## src/inc/dac_trim_map.vh

```
// register map, field positions, reset values and trim-store layout
// assumes a 32-bit avalon-mm slave with byte addresses, one word per register
`ifndef DAC_TRIM_MAP_VH
`define DAC_TRIM_MAP_VH

// ==================================================================
// register byte addresses
`define OFS_CTRL        8'h00
`define OFS_FORCE_RAW   8'h04
`define OFS_CMPH_RAW    8'h08
`define OFS_CMPL_RAW    8'h0C
`define OFS_CLMH_RAW    8'h10
`define OFS_CLML_RAW    8'h14
`define OFS_OSD_RAW     8'h18
`define OFS_DGS_RAW     8'h1C
`define OFS_OFFSET      8'h20
`define OFS_FORCE_TRIM  8'h24
`define OFS_CMPH_TRIM   8'h28
`define OFS_CMPL_TRIM   8'h2C
`define OFS_CLMH_TRIM   8'h30
`define OFS_CLML_TRIM   8'h34
// trim store window: byte address 0x80 + 4 * entry index
`define TRIM_AREA_BIT   7

// ==================================================================
// control register fields
`define CTRL_RANGE_LSB  0
`define CTRL_RANGE_MSB  2
`define CTRL_GAIN20_BIT 4
`define RANGE_LAST      3'h6

// ==================================================================
// trim store entries: slope at even index, bias at the odd one after
`define TRIM_FORCE_IDX  5'h00
`define TRIM_CLAMP_IDX  5'h02
`define TRIM_CMP_IDX    5'h04
`define TRIM_ENTRIES    5'h12

// ==================================================================
// reset values and arithmetic constants
`define SLOPE_RST       16'hFFFF
`define BIAS_RST        16'h8000
`define OFFSET_RST      16'h8000
`define HALF_SCALE_16   21'h00_8000
`define HALF_SCALE_18   21'h02_0000
`define MAX_CODE_16     16'hFFFF
`define MAX_CODE_18     18'h3_FFFF

`endif

```

## src/rtl/dac_level_code_calibration.v

```verilog
// level word trim path: raw level words in, corrected converter codes out
// assumes an avalon-mm master with waitrequest and a 10 MHz i_clk
// the converter array samples the o_*_code outputs at any time
//
// Added by the designer: the Avalon-MM interface to the registers and the placing of the registers.

// Operation
// - trimmed = raw*(slope+1)/2^16 + bias - half
// - raw level words are 16-bit registers
// - slope words reset to all ones
// - bias words reset to midscale
// - force level has one trim set
// - comparators use seven range-selected trim sets
// - clamps share one trim set everywhere
// - clamp raw, slope, bias are 16 bit
// - offset shifts force, comparator, clamp only
// - force path keeps 18 bits internally
// - load current amp gain is 10 or 20
module dac_level_code_calibration (
   input  wire        i_clk,
   input  wire        i_resetn,
   input  wire [7:0]  i_address,
   input  wire        i_read,
   input  wire        i_write,
   input  wire [31:0] i_writedata,
   input  wire [3:0]  i_byteenable,
   output reg  [31:0] o_readdata,
   output wire        o_waitrequest,
   output reg  [17:0] o_force_code,
   output reg  [15:0] o_cmp_hi_code,
   output reg  [15:0] o_cmp_lo_code,
   output reg  [15:0] o_clamp_hi_code,
   output reg  [15:0] o_clamp_lo_code,
   output wire [15:0] o_open_sense_threshold,
   output wire [15:0] o_ground_sense_limit,
   output wire [15:0] o_offset_code,
   output wire [2:0]  o_range,
   output wire        o_load_current_amp_gain20
);
`include "dac_trim_map.vh"

   // bus phases: accept, fetch, answer
   localparam [1:0] PH_IDLE  = 2'd0;
   localparam [1:0] PH_FETCH = 2'd1;
   localparam [1:0] PH_DONE  = 2'd2;
   // engine steps: address slope, address bias, compute
   localparam [1:0] ST_SLOPE = 2'd0;
   localparam [1:0] ST_BIAS  = 2'd1;
   localparam [1:0] ST_CALC  = 2'd2;
   localparam [2:0] CH_FORCE = 3'd0;
   localparam [2:0] CH_CMPH  = 3'd1;
   localparam [2:0] CH_CMPL  = 3'd2;
   localparam [2:0] CH_CLMH  = 3'd3;
   localparam [2:0] CH_LAST  = 3'd4;

   // ===============================================================
   // functions
   // merge the two low byte lanes of a write into a 16-bit register
   function [15:0] merge16;
      input [15:0] old;
      input [31:0] wd;
      input [3:0]  be;
      begin
         merge16 = {be[1] ? wd[15:8] : old[15:8],
                    be[0] ? wd[7:0]  : old[7:0]};
      end
   endfunction

   // clamp a signed 21-bit sum into 0..65535
   function [15:0] sat16;
      input [20:0] v;
      begin
         if (v[20]) begin
            sat16 = 16'h0000;
         end else if (v[19:16] != 4'h0) begin
            sat16 = `MAX_CODE_16;
         end else begin
            sat16 = v[15:0];
         end
      end
   endfunction

   // clamp a signed 21-bit sum into the 18-bit force code range
   function [17:0] sat18;
      input [20:0] v;
      begin
         if (v[20]) begin
            sat18 = 18'h0_0000;
         end else if (v[19:18] != 2'b00) begin
            sat18 = `MAX_CODE_18;
         end else begin
            sat18 = v[17:0];
         end
      end
   endfunction

   // slope entry of the trim set a channel uses in the given range
   function [4:0] trim_base;
      input [2:0] ch;
      input [2:0] rng;
      reg   [2:0] r;
      begin
         r = (rng > `RANGE_LAST) ? `RANGE_LAST : rng;
         case (ch)
            CH_FORCE: trim_base = `TRIM_FORCE_IDX;
            CH_CMPH,
            CH_CMPL:  trim_base = `TRIM_CMP_IDX + {1'b0, r, 1'b0};
            default:  trim_base = `TRIM_CLAMP_IDX;
         endcase
      end
   endfunction

   // ===============================================================
   // registers
   reg [1:0]  phase_r;
   reg [2:0]  range_r;
   reg        gain20_r;
   reg [15:0] force_raw_r;
   reg [15:0] cmph_raw_r;
   reg [15:0] cmpl_raw_r;
   reg [15:0] clmh_raw_r;
   reg [15:0] clml_raw_r;
   reg [15:0] osd_raw_r;
   reg [15:0] dgs_raw_r;
   reg [15:0] offset_r;
   reg [1:0]  step_r;
   reg [2:0]  chan_r;
   reg [15:0] slope_r;
   reg [4:0]  eng_addr;
   reg [15:0] raw_sel;
   reg [31:0] rd_val;

   wire        bus_req   = i_read | i_write;
   wire        trim_hit  = i_address[`TRIM_AREA_BIT] &
                           (i_address[6:2] < `TRIM_ENTRIES);
   wire        reg_write = i_write & (phase_r == PH_DONE);
   wire [4:0]  mem_addr  = bus_req ? i_address[6:2] : eng_addr;
   wire [15:0] mem_data;
   wire [32:0] prod;
   wire [20:0] sum16;
   wire [20:0] sum18;

   // ===============================================================
   // bus slave
   // every access takes three cycles so trim-store reads answer from
   // a register like all the others; the master must hold its request
   assign o_waitrequest = (phase_r != PH_DONE);

   always @(posedge i_clk) begin
      if (!i_resetn) begin
         phase_r <= PH_IDLE;
      end else begin
         case (phase_r)
            PH_IDLE:  phase_r <= bus_req ? PH_FETCH : PH_IDLE;
            PH_FETCH: phase_r <= PH_DONE;
            PH_DONE:  phase_r <= PH_IDLE;
            default:  phase_r <= PH_IDLE;
         endcase
      end
   end

   // read mux; unmapped addresses read zero
   always @* begin
      rd_val = 32'h0000_0000;
      if (i_address[`TRIM_AREA_BIT]) begin
         if (trim_hit) begin
            rd_val = {16'h0000, mem_data};
         end
      end else begin
         case (i_address)
            `OFS_CTRL: begin
               rd_val[`CTRL_RANGE_MSB:`CTRL_RANGE_LSB] = range_r;
               rd_val[`CTRL_GAIN20_BIT] = gain20_r;
            end
            `OFS_FORCE_RAW:  rd_val = {16'h0000, force_raw_r};
            `OFS_CMPH_RAW:   rd_val = {16'h0000, cmph_raw_r};
            `OFS_CMPL_RAW:   rd_val = {16'h0000, cmpl_raw_r};
            `OFS_CLMH_RAW:   rd_val = {16'h0000, clmh_raw_r};
            `OFS_CLML_RAW:   rd_val = {16'h0000, clml_raw_r};
            `OFS_OSD_RAW:    rd_val = {16'h0000, osd_raw_r};
            `OFS_DGS_RAW:    rd_val = {16'h0000, dgs_raw_r};
            `OFS_OFFSET:     rd_val = {16'h0000, offset_r};
            `OFS_FORCE_TRIM: rd_val = {14'h0000, o_force_code};
            `OFS_CMPH_TRIM:  rd_val = {16'h0000, o_cmp_hi_code};
            `OFS_CMPL_TRIM:  rd_val = {16'h0000, o_cmp_lo_code};
            `OFS_CLMH_TRIM:  rd_val = {16'h0000, o_clamp_hi_code};
            `OFS_CLML_TRIM:  rd_val = {16'h0000, o_clamp_lo_code};
            default:         rd_val = 32'h0000_0000;
         endcase
      end
   end

   // read data is caught in the fetch phase and stands while answered
   always @(posedge i_clk) begin
      if (!i_resetn) begin
         o_readdata <= 32'h0000_0000;
      end else if (i_read && phase_r == PH_FETCH) begin
         o_readdata <= rd_val;
      end
   end

   // level and control registers, written on the answering edge
   always @(posedge i_clk) begin
      if (!i_resetn) begin
         range_r     <= 3'h0;
         gain20_r    <= 1'b0;
         force_raw_r <= 16'h0000;
         cmph_raw_r  <= 16'h0000;
         cmpl_raw_r  <= 16'h0000;
         clmh_raw_r  <= 16'h0000;
         clml_raw_r  <= 16'h0000;
         osd_raw_r   <= 16'h0000;
         dgs_raw_r   <= 16'h0000;
         offset_r    <= `OFFSET_RST;
      end else if (reg_write) begin
         case (i_address)
            `OFS_CTRL: begin
               if (i_byteenable[0]) begin
                  range_r  <= i_writedata[`CTRL_RANGE_MSB:
                                          `CTRL_RANGE_LSB];
                  gain20_r <= i_writedata[`CTRL_GAIN20_BIT];
               end
            end
            `OFS_FORCE_RAW: force_raw_r <= merge16(force_raw_r,
                               i_writedata, i_byteenable);
            `OFS_CMPH_RAW:  cmph_raw_r <= merge16(cmph_raw_r,
                               i_writedata, i_byteenable);
            `OFS_CMPL_RAW:  cmpl_raw_r <= merge16(cmpl_raw_r,
                               i_writedata, i_byteenable);
            `OFS_CLMH_RAW:  clmh_raw_r <= merge16(clmh_raw_r,
                               i_writedata, i_byteenable);
            `OFS_CLML_RAW:  clml_raw_r <= merge16(clml_raw_r,
                               i_writedata, i_byteenable);
            `OFS_OSD_RAW:   osd_raw_r <= merge16(osd_raw_r,
                               i_writedata, i_byteenable);
            `OFS_DGS_RAW:   dgs_raw_r <= merge16(dgs_raw_r,
                               i_writedata, i_byteenable);
            `OFS_OFFSET:    offset_r <= merge16(offset_r,
                               i_writedata, i_byteenable);
            default: ;
         endcase
      end
   end

   // ===============================================================
   // trim store; the bus owns its port whenever a request is up
   trim_store u_trim_store (
      .i_clk     (i_clk),
      .i_resetn  (i_resetn),
      .i_wr_en   (reg_write & trim_hit),
      .i_wr_addr (i_address[6:2]),
      .i_wr_data (merge16(mem_data, i_writedata, i_byteenable)),
      .i_rd_addr (mem_addr),
      .o_rd_data (mem_data)
   );

   // ===============================================================
   // calibration engine
   // one shared multiplier visits the five trimmed levels in turn;
   // area is traded for a refresh of every level within 15 idle cycles
   always @* begin
      eng_addr = trim_base(chan_r, range_r);
      if (step_r == ST_BIAS) begin
         eng_addr = trim_base(chan_r, range_r) + 5'd1;
      end
   end

   always @* begin
      case (chan_r)
         CH_FORCE: raw_sel = force_raw_r;
         CH_CMPH:  raw_sel = cmph_raw_r;
         CH_CMPL:  raw_sel = cmpl_raw_r;
         CH_CLMH:  raw_sel = clmh_raw_r;
         default:  raw_sel = clml_raw_r;
      endcase
   end

   // full-width product so a quarter-scale slope keeps resolution
   assign prod  = {17'h0_0000, raw_sel}
                  * {16'h0000, {1'b0, slope_r} + 17'h0_0001};
   assign sum16 = {4'h0, prod[32:16]} + {5'h00, mem_data}
                  - `HALF_SCALE_16;
   assign sum18 = {2'b00, prod[32:14]} + {3'b000, mem_data, 2'b00}
                  - `HALF_SCALE_18;

   // a step whose port was taken by the bus restarts the channel,
   // since the registered read data no longer belongs to it
   always @(posedge i_clk) begin
      if (!i_resetn) begin
         step_r  <= ST_SLOPE;
         chan_r  <= CH_FORCE;
         slope_r <= `SLOPE_RST;
      end else begin
         case (step_r)
            ST_SLOPE: begin
               if (!bus_req) begin
                  step_r <= ST_BIAS;
               end
            end
            ST_BIAS: begin
               if (!bus_req) begin
                  slope_r <= mem_data;
                  step_r  <= ST_CALC;
               end else begin
                  step_r  <= ST_SLOPE;
               end
            end
            ST_CALC: begin
               step_r <= ST_SLOPE;
               chan_r <= (chan_r == CH_LAST) ? CH_FORCE : chan_r + 3'd1;
            end
            default: step_r <= ST_SLOPE;
         endcase
      end
   end

   // trimmed codes, saturated rather than wrapped
   always @(posedge i_clk) begin
      if (!i_resetn) begin
         o_force_code    <= 18'h0_0000;
         o_cmp_hi_code   <= 16'h0000;
         o_cmp_lo_code   <= 16'h0000;
         o_clamp_hi_code <= 16'h0000;
         o_clamp_lo_code <= 16'h0000;
      end else if (step_r == ST_CALC) begin
         case (chan_r)
            CH_FORCE: o_force_code    <= sat18(sum18);
            CH_CMPH:  o_cmp_hi_code   <= sat16(sum16);
            CH_CMPL:  o_cmp_lo_code   <= sat16(sum16);
            CH_CLMH:  o_clamp_hi_code <= sat16(sum16);
            default:  o_clamp_lo_code <= sat16(sum16);
         endcase
      end
   end

   // ===============================================================
   // pass-through levels
   // the offset code goes only to the force, comparator and clamp
   // converters; threshold and ground-sense levels never see it
   assign o_offset_code          = offset_r;
   assign o_open_sense_threshold = osd_raw_r;
   assign o_ground_sense_limit   = dgs_raw_r;
   assign o_range                = range_r;
   assign o_load_current_amp_gain20 = gain20_r;

endmodule

```

## src/rtl/trim_store.v

```verilog
// slope and bias store for all trim sets, one 16-bit word per entry
// assumes one writer and one reader per clock; read data is registered
module trim_store (
   input  wire        i_clk,
   input  wire        i_resetn,
   input  wire        i_wr_en,
   input  wire [4:0]  i_wr_addr,
   input  wire [15:0] i_wr_data,
   input  wire [4:0]  i_rd_addr,
   output wire [15:0] o_rd_data
);
`include "dac_trim_map.vh"

   reg [15:0] mem [0:31];
   reg [31:0] written_r;
   reg [15:0] rd_data_r;

   // ===============================================================
   // storage
   // array itself has no reset; written flags stand in for the
   // defaults so no reset loop over 32 words is needed
   always @(posedge i_clk) begin
      if (i_wr_en) begin
         mem[i_wr_addr] <= i_wr_data;
      end
   end

   // unwritten slope reads all ones, unwritten bias reads midscale
   always @(posedge i_clk) begin
      if (!i_resetn) begin
         written_r <= 32'h0000_0000;
         rd_data_r <= 16'h0000;
      end else begin
         if (i_wr_en) begin
            written_r[i_wr_addr] <= 1'b1;
         end
         if (written_r[i_rd_addr]) begin
            rd_data_r <= mem[i_rd_addr];
         end else if (i_rd_addr[0]) begin
            rd_data_r <= `BIAS_RST;
         end else begin
            rd_data_r <= `SLOPE_RST;
         end
      end
   end

   assign o_rd_data = rd_data_r;

endmodule
```

## config.mk

```make
export PLATFORM = sky130hd
export DESIGN_NAME = dac_level_code_calibration
export DESIGN_NICKNAME = d
export VERILOG_FILES = /design/src/rtl/dac_level_code_calibration.v /design/src/rtl/trim_store.v
export VERILOG_INCLUDE_DIRS = /design/src /design/src/inc
export SDC_FILE = /design/constraint.sdc
export NUM_CORES = 2
export LEC_CHECK = 0
export ABC_AREA = 1
export BUFFER_PORTS_ARGS = -buffer_cell sky130_fd_sc_hd__buf_2
export CORE_ASPECT_RATIO = 0.9
export CORE_UTILIZATION = 60
export DETAILED_ROUTE_END_ITERATION = 10
export GPL_ROUTABILITY_DRIVEN = 0
export PLACE_DENSITY = 0.79
export SLEW_MARGIN = 20
export SYNTH_ARGS = -nofsm -noshare
export SYNTH_HDL_FRONTEND = slang
export SYNTH_HIERARCHICAL = 1
export SYNTH_SLANG_ARGS = --single-unit
```

## constraint.sdc

```tcl
create_clock -name i_clk -period 12.45 [get_ports i_clk]
set_input_delay 0.6225 -clock i_clk [delete_from_list [all_inputs] [get_ports i_clk]]
set_output_delay 0.6225 -clock i_clk [all_outputs]
set_load 0.02 [all_outputs]
```

==> run summary <==
The tools report the capture instance of the worst register-to-register path as o_cmp_hi_code[9]. The floorplan die area was 76,900 sq um; the core box area was 74,900 sq um. Root buffer cell: clkbuf_16. At the placement stage, the worst setup path has a slack of 1.66 ns. The actual slew at the worst max-slew pin works out to 1.14 ns. The critical path is of the flop to flop type. Gates resized during post-CTS repair numbered 0.

The H-tree generated during clock tree synthesis spans 3 levels. Final hold analysis gives a worst-case slack of 0.392 ns. The area share of the leading cell type in the synthesized netlist works out to 0.338.

STA classifies the critical path startpoint as a flop. Max-cap violations in this run came to 0. The post-CTS clock slew at the launch and capture registers of the worst setup and hold paths works out to 0.06 ns. In this run, synthesis produced a sequential element count of 815.

Counting distinct cell types in the post-synthesis netlist gives 64. The worst IR drop on VDD was 0.107 mV. The path type of the worst min-delay path was input port to flop. The library cell occupying the most area in the post-synthesis netlist is edfxtp_1. Measured in cells, the most critical reg-to-reg path has a length of 41. The combined global-route utilization of all metal layers was 0.350. The top flip-flop cell by instance count after synthesis is edfxtp_1. The post-route antenna net violation count was 0. The capturing element of the worst setup path is o_cmp_hi_code[9].

The logs give 0 for the max-slew violation total from the final report and 6 for the number of synthesis warnings. The number of post-CTS setup repair buffers came out at 0. The finished cells cover 49,800 sq um. In this run the vertical extent of the chip is 263 um. The initial standard-cell utilization of the core is 0.608, and the leftover overflow at the end of global routing is 0. Worst-case clock skew: 0.0476 ns.

The worst register-to-register path begins at slope_r[0]. Setup repair after global routing left no endpoint under its margin. The mapped netlist covers 45,500 sq um. Using the TritonRoute via totals, the vias-per-cell ratio works out to 5.97.

The first-pass iteration count of the detailed router is 9. Measured along the x axis, the die boundary spans 292 um. The run gives 0 as the setup-violating endpoint count in the final report. The final cell utilization of the core is 0.666, and the number of standard cells after synthesis is 5,201. The routed design has 136 mm of wire. The count of buffering cells on the critical path with inverters included was 6.

Yosys attributes the largest share of cell area to edfxtp_1, dfxtp_1, nand2_1, fa_1, inv_1. The footprint of the flip-flops and latches came out at 21,400 sq um. Kind of cell adding the most delay to the critical path: adder cells. TritonCTS created 81 clock buffers. After detailed routing, the average wire length per cell comes to 21.4 um. The portion of the post-synthesis area used by sequential elements is 0.471. In the final layout, the multi-input gates occupy 20,100 sq um. The leakage power of the design came out at 22.4 nW. The largest individual stage delay along the critical path comes from the cell dfxtp_1. The delay contributed by the slowest stage of the critical path works out to 0.85 ns. In this run, synthesis inferred 512 flip-flops with an integrated enable. Leaving out fill and tap cells, the most frequent cell in the layout is nand2_1.

The setup check on the worst reg-to-reg path leaves a slack of 1.17 ns. After detailed routing, the number of remaining DRC violations is 0. The portion of the clock cycle consumed by the worst path in the final layout is 0.906, and the final critical path time including I/O delays and setup is 11.28 ns.

The placed instances occupy a cell area of 47,100 sq um. The number of DRC markers after the initial detailed-route iteration is 5,280. The clock latency of the later-clocked register in the worst-skew pair came out at 0.65 ns. TritonCTS built the clock tree.

The top cell types in the final layout, fill and taps aside, are nand2_1, inv_1, edfxtp_1. The number of I/O port buffers came out at 182. The net count of the finished layout is 5,705. The run gives 11.79 ns as the critical path data arrival time. The proportion of layout cells with a drive suffix above 1 is 0.0966, and the TritonCTS sink count is 815. The final total negative setup slack is 0 ns.

For the largest net degree at the start of global routing, the log shows 197. The routed layout has 37,900 vias. The logs give 35,600 for the via count of the first global-routing pass and 12.95 ns for the endpoint required time on the critical path. The logs give 0 for the final count of hold timing violations and 5 for the number of antenna violations at the first check in global routing. The run gives 95 as the number of standard-cell rows in the floorplan.

The worst setup path is captured at a flop. The clock passes through at most 3 buffers. Startpoint of the most critical setup path: slope_r[0]. The worst setup slack after layout is 1.17 ns, and the largest driver fanout on the critical path is 18. The critical path runs through a total of 41 cells. Relative to the synthesized area, the layout overhead comes to 9.52%. The run finished with clean final reports. The power density over the cells was 119 nW/um^2; the first-pass GRT wire length was 206 mm. The number of hold buffers added after CTS was 0. After legalization and detailed placement, the total HPWL measured 88.9 mm. Async set or reset register ratio after synthesis: 0.

In this run the mean area of a mapped cell was 8.75 sq um. The logs give 215 for the number of ports placed on the die boundary and 0.0886 GHz for the maximum clock frequency. The worst slew slack as a fraction of its limit was 0.238; the fill cell instance count of the final layout was 5,704.
==> worst reg2reg max path, delay by kind of cell, from the launching register on <==
kind / cells / cell delay, ns
DFF: 1 / 0.85
xor gates and xnor gates: 1 / 0.17
adders and majority gates: 10 / 4.43
AOI/OAI and AO/OA: 10 / 2.18
buffers and inverters: 6 / 0.74
and+or+nand+nor: 14 / 2.81
==> layer usage <==
metal  vias up  track usage  wire [um]
li1      17000            -          -
met1     17700        0.490      51300
met2      2677        0.513      58500
met3       466       0.0935      19300
met4         8        0.156       6710
met5         -            0         57
==> cells by family (layout without fill, tap and decap cells) <==
kind of cell / Yosys count / in the layout / share of synthesized area
buffers and inverters: 1007 / 1167 / 0.0901
AND/OR/NAND/NOR: 2370 / 2370 / 0.220
adder cells (fa/ha/maj): 351 / 351 / 0.131
other: 1 / 15 / 0.0000824
AO/OA/AOI/OAI: 618 / 618 / 0.0796
XOR/XNOR: 39 / 39 / 0.00792
flip-flops: 815 / 815 / 0.471
==> area by class of cell <==
type	count	area share
Sequential cell	815	0.430
Tap cell	970	0.0244
Clock buffer	121	0.0481
Clock inverter	30	0.00595
Multi-Input combinational cell	3392	0.404
Antenna cell	1	0.0000502
Timing Repair Buffer	260	0.0304
Inverter	756	0.0572
==> sequential cells by signal, summed over array words and instances (netlist names), 18 cells and up <==
signal,flops
o_force_code,18
u_trim_store/mem,512
u_trim_store/written_r,32
o_readdata,18
==> worst min path at each step <==
stage                        start                 endpoint  slack [ns]  depth (start not counted)
global placement         step_r[0]                step_r[0]        0.41                          1
finish              i_writedata[5]            cmph_raw_r[5]        0.39                          3
CTS                 i_writedata[6]  o_ground_sense_limit[6]        0.37                          3
global route        i_writedata[5]           force_raw_r[5]        0.38                          3
detailed placement       step_r[0]                step_r[0]        0.42                          1
floorplan                step_r[0]                step_r[0]        0.40                          1
==> synthesized netlist by cell type (5+ instances only) <==
library cell  instances
buf_6                 7
inv_2                 8
a22o_1               10
dfxtp_1             303
nand4_4               8
buf_4                41
buf_2                68
a2111oi_0             9
o21ai_1               5
o22ai_1               5
inv_1               727
edfxtp_1            512
a41oi_1               7
nand3_2               5
nand2_1            1287
nand2_2              10
a21o_1                5
clkinv_1             20
nor3_1               29
o211ai_1             20
xnor2_1              13
nand3_1             457
nand4_1              32
o21ai_0             293
nor2_1              496
a221oi_1             25
nor2_2                9
a21oi_1             158
nor4_1               10
ha_1                143
buf_1                18
xor2_1               25
a21oi_2              44
clkbuf_1            115
o21a_1                5
nand2_4              11
a31oi_1              11
fa_1                208
==> where the power goes <==
group,internal [mW],switching [mW]
clock network,1.39,1.06
logic,0.119,0.434
registers,2.90,0.0246
==> metrics by stage <==
step / power (mW) / instances
after floorplan: 3.32 / 5214
after global placement: 3.50 / 6193
after detailed placement: 3.51 / 6193
after CTS: 5.90 / 6344
after global routing: 6.07 / 6344
final: 5.93 / 6345
Power figures use the tool's default switching activity.
